## config.mk

```make
export PLATFORM = sky130hd
export DESIGN_NAME = mil_irq_logic
export DESIGN_NICKNAME = d
export VERILOG_FILES = /design/src/core/mil_pkg.sv /design/src/core/mil_pin_sync.sv /design/src/core/mil_irq_logic.sv
export SDC_FILE = /design/constraint.sdc
export NUM_CORES = 1
export LEC_CHECK = 0
export BUFFER_PORTS_ARGS = -buffer_cell sky130_fd_sc_hd__buf_2
export CAP_MARGIN = 10
export CELL_PAD_IN_SITES_DETAIL_PLACEMENT = 0
export CELL_PAD_IN_SITES_GLOBAL_PLACEMENT = 1
export CORE_UTILIZATION = 30
export DETAILED_ROUTE_END_ITERATION = 16
export PLACE_DENSITY = 0.74
export SLEW_MARGIN = 0
export SYNTH_ARGS = -nofsm -noshare
export SYNTH_HDL_FRONTEND = slang
export SYNTH_SLANG_ARGS = --single-unit
```

## constraint.sdc

```tcl
create_clock -name aclk -period 1.4 [get_ports aclk]
set_input_delay 0.21 -clock aclk [delete_from_list [all_inputs] [get_ports aclk]]
set_output_delay 0.21 -clock aclk [all_outputs]
set_load 0.005 [all_outputs]
```

## src/core/mil_pkg.sv

```systemverilog
// Package: constants and carrier types of the interrupt logic
package mil_pkg;

	// ==========================================
	// Register indices (byte address = 4 * index)
	localparam logic [9:0] OPTION_IDX = 10'h081;
	localparam logic [9:0] IRQ_CONTROL_REG_IDX = 10'h00B;
	localparam logic [9:0] STAT_IDX = 10'h010;
	localparam int ADDR_W = 12;

	// ==========================================
	// Reset values and masks
	localparam logic [7:0] OPTION_RST = 8'hFF;
	localparam logic [7:0] IRQ_CONTROL_REG_RST = 8'h00;
	localparam logic [7:0] IRQ_CONTROL_REG_MASK = 8'hBF;

	// ==========================================
	// Field positions
	localparam int GIE_BIT = 7;
	localparam int TIMER_OVERFLOW_ENABLE_BIT = 5;
	localparam int EXT_IRQ_ENABLE_BIT = 4;
	localparam int PORT_CHANGE_ENABLE_BIT = 3;
	localparam int TIMER_OVERFLOW_FLAG_BIT = 2;
	localparam int EXT_IRQ_FLAG_BIT = 1;
	localparam int PORT_CHANGE_FLAG_BIT = 0;
	localparam int EDGE_BIT = 6;
	localparam int ST_REQ_BIT = 0;
	localparam int ST_SLEEP_BIT = 1;
	localparam int ST_ENTRY_BIT = 2;

	// ==========================================
	// Core and bus constants
	localparam logic [12:0] IRQ_VECTOR = 13'h0004;
	localparam int CYC_CLKS = 4;
	localparam int NUM_SRC = 3;
	localparam logic [1:0] RESP_OKAY = 2'h0;
	localparam logic [1:0] RESP_SLVERR = 2'h2;

	// ==========================================
	// Types
	typedef enum logic [1:0] {
		ENT_IDLE = 2'b01,
		ENT_DUMMY = 2'b10
	} mil_entry_t;

	typedef struct packed {
		logic sleep_exec;
		logic return_from_irq;
		logic port_read;
		logic timer_overflow;
	} mil_core_cmd_t;

	typedef struct packed {
		logic irq_request;
		logic force_nop;
		logic stack_push;
		logic pc_load;
		logic [12:0] pc_vector;
		logic wake;
		logic sleeping;
	} mil_core_rsp_t;

endpackage

```

## src/core/mil_pin_sync.sv

```systemverilog
// Two-stage synchroniser plus one history stage for pin inputs
`timescale 1ns/1ns
module mil_pin_sync #(
	parameter int WIDTH = 1
) (
	// Clock and reset
	input wire logic aclk,
	input wire logic aresetn,
	// Pins
	input wire logic [WIDTH-1:0] pin_async,
	// Synchronised value and its previous sample
	output logic [WIDTH-1:0] pin_sync,
	output logic [WIDTH-1:0] pin_prev
);

	logic [WIDTH-1:0] meta_ff;
	logic [WIDTH-1:0] sync_ff;
	logic [WIDTH-1:0] prev_ff;

	always_ff @(posedge aclk) begin
		if (!aresetn) begin
			meta_ff <= '0;
			sync_ff <= '0;
			prev_ff <= '0;
		end else begin
			meta_ff <= pin_async;
			sync_ff <= meta_ff;
			prev_ff <= sync_ff;
		end
	end

	assign pin_sync = sync_ff;
	assign pin_prev = prev_ff;

endmodule

```

## src/core/mil_irq_logic.sv

```systemverilog
// Interrupt logic: flags, enables, core entry, sleep wake-up, AXI4-Lite registers
//
// Functional notes
// - Three sources: pin edge, timer, port change
// - Global enable passes or blocks all requests
// - Reset clears the global enable
// - Return-from-interrupt sets global enable again
// - Entry clears enable, pushes, loads vector 0004h
// - Pin event to vector in few cycles
// - Flags set regardless of any enable
// - Enable clear forces NOP, defers requests
// - Pin edge polarity chosen by option bit 6
// - Selected pin edge sets external flag
// - External enable clear blocks pin interrupt
// - Enabled pin event wakes core from sleep
// - Timer enable bit gates timer interrupt
// - Change on port pins 7:4 sets flag
// - Port change has its own enable bit
// - Read/change race may set port flag
// - Only return address saved on entry
// - Wake ignores global enable; continue in line
// - Enabled wake runs prefetched, then vectors
// - Pending source at sleep wakes at once
//
// Design decision made here: register access over AXI4-Lite.
`timescale 1ns/1ns
module mil_irq_logic #(
	parameter int CYC_CLKS = mil_pkg::CYC_CLKS
) (
	// Clock and reset
	input wire logic aclk,
	input wire logic aresetn,
	// AXI4-Lite write address
	input wire logic [mil_pkg::ADDR_W-1:0] s_axi_awaddr,
	input wire logic s_axi_awvalid,
	output logic s_axi_awready,
	// AXI4-Lite write data
	input wire logic [31:0] s_axi_wdata,
	input wire logic [3:0] s_axi_wstrb,
	input wire logic s_axi_wvalid,
	output logic s_axi_wready,
	// AXI4-Lite write response
	output logic [1:0] s_axi_bresp,
	output logic s_axi_bvalid,
	input wire logic s_axi_bready,
	// AXI4-Lite read address
	input wire logic [mil_pkg::ADDR_W-1:0] s_axi_araddr,
	input wire logic s_axi_arvalid,
	output logic s_axi_arready,
	// AXI4-Lite read data
	output logic [31:0] s_axi_rdata,
	output logic [1:0] s_axi_rresp,
	output logic s_axi_rvalid,
	input wire logic s_axi_rready,
	// Pins
	input wire logic ext_irq_pin,
	input wire logic [3:0] upper_port,
	// Core side
	input wire mil_pkg::mil_core_cmd_t core_cmd,
	output mil_pkg::mil_core_rsp_t core_rsp,
	output logic clock_phase_two,
	output logic [7:0] timer_option
);

	// ==========================================
	// Instruction cycle divider
	localparam int PH_W = $clog2(CYC_CLKS);
	localparam logic [PH_W-1:0] PH_LAST = PH_W'(CYC_CLKS - 1);
	localparam logic [PH_W-1:0] PH_TWO = PH_W'(1);
	logic [PH_W-1:0] phase_ff;
	logic cyc_en;

	always_ff @(posedge aclk) begin
		if (!aresetn) begin
			phase_ff <= '0;
		end else if (cyc_en) begin
			phase_ff <= '0;
		end else begin
			phase_ff <= phase_ff + PH_W'(1);
		end
	end

	assign cyc_en = (phase_ff == PH_LAST);
	assign clock_phase_two = (phase_ff == PH_TWO);

	// ==========================================
	// Pin synchronisers
	logic int_sync;
	logic int_prev;
	logic [3:0] port_sync;

	mil_pin_sync #(.WIDTH(1)) u_int_sync (
		.aclk(aclk),
		.aresetn(aresetn),
		.pin_async(ext_irq_pin),
		.pin_sync(int_sync),
		.pin_prev(int_prev)
	);

	mil_pin_sync #(.WIDTH(4)) u_port_sync (
		.aclk(aclk),
		.aresetn(aresetn),
		.pin_async(upper_port),
		.pin_sync(port_sync),
		.pin_prev()
	);

	// ==========================================
	// Registers and event detection
	logic [7:0] option_ff;
	logic [7:0] irq_control_reg_ff;
	logic [3:0] port_latch_ff;
	logic ext_edge;
	logic port_change;
	logic [mil_pkg::NUM_SRC-1:0] src_set;
	logic [mil_pkg::NUM_SRC-1:0] src_flag;
	logic [mil_pkg::NUM_SRC-1:0] src_en;
	logic pending;
	logic irq_req;

	// Rising when edge select set, falling when clear
	assign ext_edge = option_ff[mil_pkg::EDGE_BIT] ? (int_sync && !int_prev) : (!int_sync && int_prev);
	// Compare against value latched at the last port read; a change racing the read only sets the flag
	assign port_change = (port_sync != port_latch_ff);
	assign src_set = {core_cmd.timer_overflow, ext_edge, port_change};
	assign src_flag = {irq_control_reg_ff[mil_pkg::TIMER_OVERFLOW_FLAG_BIT], irq_control_reg_ff[mil_pkg::EXT_IRQ_FLAG_BIT], irq_control_reg_ff[mil_pkg::PORT_CHANGE_FLAG_BIT]};
	assign src_en = {irq_control_reg_ff[mil_pkg::TIMER_OVERFLOW_ENABLE_BIT], irq_control_reg_ff[mil_pkg::EXT_IRQ_ENABLE_BIT], irq_control_reg_ff[mil_pkg::PORT_CHANGE_ENABLE_BIT]};
	assign pending = |(src_flag & src_en);
	assign irq_req = pending && irq_control_reg_ff[mil_pkg::GIE_BIT];

	always_ff @(posedge aclk) begin
		if (!aresetn) begin
			port_latch_ff <= '0;
		end else if (core_cmd.port_read) begin
			port_latch_ff <= port_sync;
		end
	end

	// ==========================================
	// AXI4-Lite write path
	logic aw_have_ff;
	logic w_have_ff;
	logic [mil_pkg::ADDR_W-1:0] awaddr_ff;
	logic [31:0] wdata_ff;
	logic wstrb0_ff;
	logic bvalid_ff;
	logic [1:0] bresp_ff;
	logic wr_do;
	logic wr_hit_opt;
	logic wr_hit_ic;
	logic wr_hit_st;
	logic wr_ic;

	assign s_axi_awready = !aw_have_ff && !bvalid_ff;
	assign s_axi_wready = !w_have_ff && !bvalid_ff;
	assign wr_do = aw_have_ff && w_have_ff && !bvalid_ff;
	assign wr_hit_opt = (awaddr_ff == {mil_pkg::OPTION_IDX, 2'h0});
	assign wr_hit_ic = (awaddr_ff == {mil_pkg::IRQ_CONTROL_REG_IDX, 2'h0});
	assign wr_hit_st = (awaddr_ff == {mil_pkg::STAT_IDX, 2'h0});
	assign wr_ic = wr_do && wr_hit_ic && wstrb0_ff;

	always_ff @(posedge aclk) begin
		if (!aresetn) begin
			aw_have_ff <= 1'b0;
			awaddr_ff <= '0;
		end else if (s_axi_awvalid && s_axi_awready) begin
			aw_have_ff <= 1'b1;
			awaddr_ff <= s_axi_awaddr;
		end else if (wr_do) begin
			aw_have_ff <= 1'b0;
		end
	end

	always_ff @(posedge aclk) begin
		if (!aresetn) begin
			w_have_ff <= 1'b0;
			wdata_ff <= '0;
			wstrb0_ff <= 1'b0;
		end else if (s_axi_wvalid && s_axi_wready) begin
			w_have_ff <= 1'b1;
			wdata_ff <= s_axi_wdata;
			wstrb0_ff <= s_axi_wstrb[0];
		end else if (wr_do) begin
			w_have_ff <= 1'b0;
		end
	end

	always_ff @(posedge aclk) begin
		if (!aresetn) begin
			bvalid_ff <= 1'b0;
			bresp_ff <= mil_pkg::RESP_OKAY;
		end else if (wr_do) begin
			bvalid_ff <= 1'b1;
			bresp_ff <= (wr_hit_opt || wr_hit_ic || wr_hit_st) ? mil_pkg::RESP_OKAY : mil_pkg::RESP_SLVERR;
		end else if (s_axi_bready) begin
			bvalid_ff <= 1'b0;
		end
	end

	assign s_axi_bvalid = bvalid_ff;
	assign s_axi_bresp = bresp_ff;

	always_ff @(posedge aclk) begin
		if (!aresetn) begin
			option_ff <= mil_pkg::OPTION_RST;
		end else if (wr_do && wr_hit_opt && wstrb0_ff) begin
			option_ff <= wdata_ff[7:0];
		end
	end

	assign timer_option = option_ff;

	// ==========================================
	// Entry sequence and sleep
	mil_pkg::mil_entry_t state_ff;
	logic push_ff;
	logic load_ff;
	logic block_ff;
	logic sleeping_ff;
	logic wake_ff;
	logic accept;

	// Taken at an instruction boundary unless the core sleeps or a NOP slot is pending
	assign accept = cyc_en && irq_req && !sleeping_ff && !block_ff && !(wr_ic && !wdata_ff[mil_pkg::GIE_BIT])
		&& (state_ff == mil_pkg::ENT_IDLE);

	always_ff @(posedge aclk) begin
		if (!aresetn) begin
			state_ff <= mil_pkg::ENT_IDLE;
			push_ff <= 1'b0;
			load_ff <= 1'b0;
		end else begin
			push_ff <= 1'b0;
			load_ff <= 1'b0;
			case (state_ff)
				mil_pkg::ENT_IDLE: begin
					if (accept) begin
						state_ff <= mil_pkg::ENT_DUMMY;
						push_ff <= 1'b1;
					end
				end
				mil_pkg::ENT_DUMMY: begin
					if (cyc_en) begin
						state_ff <= mil_pkg::ENT_IDLE;
						load_ff <= 1'b1;
					end
				end
				default: begin
					state_ff <= mil_pkg::ENT_IDLE;
				end
			endcase
		end
	end

	// One NOP slot after software clears the global enable
	always_ff @(posedge aclk) begin
		if (!aresetn) begin
			block_ff <= 1'b0;
		end else if (wr_ic && !wdata_ff[mil_pkg::GIE_BIT]) begin
			block_ff <= 1'b1;
		end else if (cyc_en) begin
			block_ff <= 1'b0;
		end
	end

	// Wake on any enabled flag, whatever the global enable
	always_ff @(posedge aclk) begin
		if (!aresetn) begin
			sleeping_ff <= 1'b0;
			wake_ff <= 1'b0;
		end else begin
			wake_ff <= sleeping_ff && pending;
			if (sleeping_ff && pending) begin
				sleeping_ff <= 1'b0;
			end else if (core_cmd.sleep_exec) begin
				sleeping_ff <= 1'b1;
			end
		end
	end

	// ==========================================
	// Interrupt control register
	logic [7:0] ic_base;
	logic [mil_pkg::NUM_SRC-1:0] flag_base;

	always_comb begin
		ic_base = wr_ic ? (wdata_ff[7:0] & mil_pkg::IRQ_CONTROL_REG_MASK) : irq_control_reg_ff;
		flag_base = {ic_base[mil_pkg::TIMER_OVERFLOW_FLAG_BIT], ic_base[mil_pkg::EXT_IRQ_FLAG_BIT], ic_base[mil_pkg::PORT_CHANGE_FLAG_BIT]};
	end

	always_ff @(posedge aclk) begin
		if (!aresetn) begin
			irq_control_reg_ff <= mil_pkg::IRQ_CONTROL_REG_RST;
		end else begin
			irq_control_reg_ff <= ic_base;
			// Hardware set wins over a clearing write
			irq_control_reg_ff[mil_pkg::TIMER_OVERFLOW_FLAG_BIT] <= flag_base[2] | src_set[2];
			irq_control_reg_ff[mil_pkg::EXT_IRQ_FLAG_BIT] <= flag_base[1] | src_set[1];
			irq_control_reg_ff[mil_pkg::PORT_CHANGE_FLAG_BIT] <= flag_base[0] | src_set[0];
			if (accept) begin
				irq_control_reg_ff[mil_pkg::GIE_BIT] <= 1'b0;
			end else if (core_cmd.return_from_irq) begin
				irq_control_reg_ff[mil_pkg::GIE_BIT] <= 1'b1;
			end
		end
	end

	// ==========================================
	// AXI4-Lite read path
	logic rvalid_ff;
	logic [31:0] rdata_ff;
	logic [1:0] rresp_ff;
	logic [31:0] rd_mux;
	logic rd_hit;
	logic [7:0] stat_val;

	assign s_axi_arready = !rvalid_ff;

	always_comb begin
		stat_val = '0;
		stat_val[mil_pkg::ST_REQ_BIT] = irq_req;
		stat_val[mil_pkg::ST_SLEEP_BIT] = sleeping_ff;
		stat_val[mil_pkg::ST_ENTRY_BIT] = (state_ff == mil_pkg::ENT_DUMMY);
		rd_mux = '0;
		rd_hit = 1'b1;
		case (s_axi_araddr)
			{mil_pkg::OPTION_IDX, 2'h0}: rd_mux[7:0] = option_ff;
			{mil_pkg::IRQ_CONTROL_REG_IDX, 2'h0}: rd_mux[7:0] = irq_control_reg_ff;
			{mil_pkg::STAT_IDX, 2'h0}: rd_mux[7:0] = stat_val;
			default: rd_hit = 1'b0;
		endcase
	end

	always_ff @(posedge aclk) begin
		if (!aresetn) begin
			rvalid_ff <= 1'b0;
			rdata_ff <= '0;
			rresp_ff <= mil_pkg::RESP_OKAY;
		end else if (s_axi_arvalid && s_axi_arready) begin
			rvalid_ff <= 1'b1;
			rdata_ff <= rd_mux;
			rresp_ff <= rd_hit ? mil_pkg::RESP_OKAY : mil_pkg::RESP_SLVERR;
		end else if (s_axi_rready) begin
			rvalid_ff <= 1'b0;
		end
	end

	assign s_axi_rvalid = rvalid_ff;
	assign s_axi_rdata = rdata_ff;
	assign s_axi_rresp = rresp_ff;

	// ==========================================
	// Core response
	always_comb begin
		core_rsp.irq_request = irq_req;
		core_rsp.force_nop = (state_ff == mil_pkg::ENT_DUMMY) || block_ff;
		core_rsp.stack_push = push_ff;
		core_rsp.pc_load = load_ff;
		core_rsp.pc_vector = mil_pkg::IRQ_VECTOR;
		core_rsp.wake = wake_ff;
		core_rsp.sleeping = sleeping_ff;
	end
endmodule

```

==> key figures <==
Flow run
  – Max_cap viols: 0

Power and ir drop
  – Maximum VDD drop: 0.3652 mV
  – Total power: 4.452 mW
  – Leakage: 1.855 nW
  – Cell Pwr Density: 1004 nW/um^2

Clock network
  – CTS sink cnt: 74
  – Hold_buf cts: 0
  – H-tree levels: 3
  – TritonCTS clock tree: done
  – Clk slew on worst S/H paths: 0.07 ns
  – Deepest clock path buffer count: 2
  – TritonCTS buffer count: 9
  – Root buffer cell: clkbuf_8
  – Clock Latency Late Sink: 0.35 ns

Logic synthesis
  – Post-Syn Instances: 396
  – Cell area after synthesis: 3368 um^2
  – Yosys reg bits: 74
  – Largest area contributor in the netlist: dfxtp_1
  – Synth top area share: 0.4398
  – Synth async-reset ratio: 0
  – Number of synthesized flops with an enable pin: 0
  – Distinct cells, synth: 49
  – Mean Syn Cell Area: 8.506 um^2
  – Sequential area share after synthesis: 0.4398
  – Primary FF master, synth: dfxtp_1
  – Warnings from Yosys: 0
  – Top cells by area, synth: dfxtp_1 (44%), buf_4 (9.8%), nand2_1 (6.1%), nand3_1 (5.9%), a21oi_1 (5.6%)

Floorplan
  – Effective utilization at floorplan: 0.3094
  – Cell Rows: 38
  – Die area: 11660 um^2
  – Area of the core: 10890 um^2
  – # IOs: 145
  – Die Wd: 108.0 um
  – Die height: 108.0 um

Routing
  – Final ANT Viol Nets: 0
  – Post-route DRC: 0
  – DR iter-0 viols: 95
  – Mean routed wirelength per cell: 12.87 um
  – Via density: 4.512
  – Final WL: 8365 um
  – Vias: 2933
  – First-pass DRT Iterations: 4

Placement
  – GP Congestion: 0.7814
  – Hpwl dp: 5901 um
  – PortBufs: 78

STA
  – Max-slew violations: 0
  – Fmax achieved: 620.7 MHz
  – Clock Skew: 0.01175 ns
  – Slew headroom: 0.6086
  – RSZ-0062 raised after global routing: true
  – Total negative slack: -0.3212 ns
  – Slack of the critical path: -0.2112 ns
  – Final Hold Fails: 0
  – Final setup violation count: 5
  – Tmin final: 1.611 ns
  – Tightest Pin Transition: 0.5809 ns
  – Ratio of final minimum period to clock period: 1.151

Cells and area
  – Share of cells above drive strength 1: 0.3627
  – Nets: 583
  – Antenna Cells: 0
  – Commonest non-fill, non-tap cell in the layout: buf_2
  – Area Growth Syn to Fin: 31.65%
  – Most frequent cells in the layout: buf_2 (78), dfxtp_1 (68), nand2_1 (53), conb_1 (39), nand3_1 (37)

Hold path
  – Worst hold-check path type: primary input to flip-flop

Global routing
  – Initial antenna violation count: 0
  – Grt ovf: 0
  – Gr busiest metal: met2
  – Vias in the first global route: 2884
  – Largest net degree at the start of global routing: 42
  – Met2 Use GR: 0.2475
  – First-pass GRT wire length: 13250 um
  – Met1 GRT Util: 0.1805
  – Met3 global-route usage: 0.02833
  – Global-route usage over all layers: 0.1455

Worst setup path
  – CP cell instances: a222oi_1 > buf_4 > buf_6 > nor2_2 > buf_2
  – Crit path arrival time: 1.40 ns
  – WS Path Type: flip-flop to primary output
  – Critical path peak fanout: 2
  – CP Launch Type: flip-flop
  – Setup crit end kind: primary output
  – CP max-delay cell: dfxtp_2
  – CP max stage delay: 0.32 ns
  – Data required time of the worst path: 1.19 ns

Run status
  – Failing checks: setup timing
  – Status: complete, but fails checks
-- Yosys cell counts, types with 5 or more instances --
library cell	n
mux2i_1	5
nand2b_1	7
o21ai_0	17
a21oi_1	38
nand3_1	40
nand2_1	55
buf_4	44
inv_1	6
dfxtp_1	74
clkbuf_1	9
and2_1	14
nor2_1	21
-- path summary, 6_finish.rpt --
| path | start | end | slack (ns) | cells past startpoint |
|---|---|---|---|---|
| worst max-delay path | irq_control_reg_ff[1]$_SDFF_PN0_ | core_rsp[18] | -0.21 | 5 |
| worst min-delay path | upper_port[3] | u_port_sync.meta_ff[3]$_SDFF_PN0_ | 0.07 | 2 |
| worst max register to register | awaddr_ff[7]$_SDFFE_PN0P_ | irq_control_reg_ff[7]$_SDFFE_PP0P_ | -0.05 | 6 |
| worst min register to register | u_int_sync.meta_ff$_SDFF_PN0_ | u_int_sync.pin_sync$_SDFF_PN0_ | 0.43 | 1 |
-- per-stage QoR --
step / hold slack (ns) / instance area (um^2) / std cells / worst slack, ns / util
finish: 0.06896 / 4434 / 650 / -0.2112 / 0.4073
global route: 0.06822 / 4434 / 650 / -0.2687 / 0.4073
CTS: 0.05368 / 4310 / 649 / -0.2097 / 0.3959
detailed placement: 0.4200 / 3934 / 625 / -0.1459 / 0.3613
global placement: 0.4183 / 3934 / 625 / -0.1117 / 0.3613
floorplan: 0.3373 / 3512 / 433 / -0.002876 / -
-- state kept, by name (all words and copies together), names as in the netlist, 2 cells and up --
signal                flops
timer_option              8
u_port_sync.meta_ff       4
s_axi_rdata               8
irq_control_reg_ff        7
phase_ff                  2
port_latch_ff             4
u_port_sync.pin_sync      4
state_ff                  2
wdata_ff                  8
awaddr_ff                12
-- metal layers --
layer  vias up  part of all wire
li1       1498                 -
met1      1318              0.46
met2       104              0.46
met3        13             0.057
met4         0             0.014
met5         -                 0
-- logic make-up after synthesis --
family / share of synthesized area
AO/OA/AOI/OAI: 0.1296
XOR/XNOR: 0.01040
adder cells (fa/ha/maj): 0.007428
buffers and inverters: 0.1274
flip-flops: 0.4398
multiplexers: 0.01486
other: 0.002230
AND/OR/NAND/NOR: 0.2682
-- timing repair --
action,CTS,global route
cloned,2,0
setup endpoints to repair,17,40
pin swaps,11,26
setup buffers,6,1
resized for setup,38,31
-- critical path: cells and delay by family (launching register included) --
family                 cells  cell delay, ns
AOI/OAI and AO/OA          1            0.32
buffers and inverters      3            0.39
DFF                        1            0.32
and+or+nand+nor            1            0.03
-- final cells by class --
class | instances | area (um^2)
fillers | 1115 | 6454
clock buffers | 11 | 141.4
clock inverters | 5 | 53.80
well taps | 140 | 175.2
flip-flops and latches | 74 | 1489
inverters | 7 | 26.28
repair buffers | 120 | 749.5
multi-input cells | 293 | 1799
-- power by group --
part / leakage (nW) / total, mW / internal (mW) / switching (mW)
Clock: 0.103 / 1.65 / 0.867 / 0.779
Combinational: 1.14 / 0.544 / 0.246 / 0.298
Sequential: 0.608 / 2.26 / 2.19 / 0.0670
(Power assumes the default switching activity.)
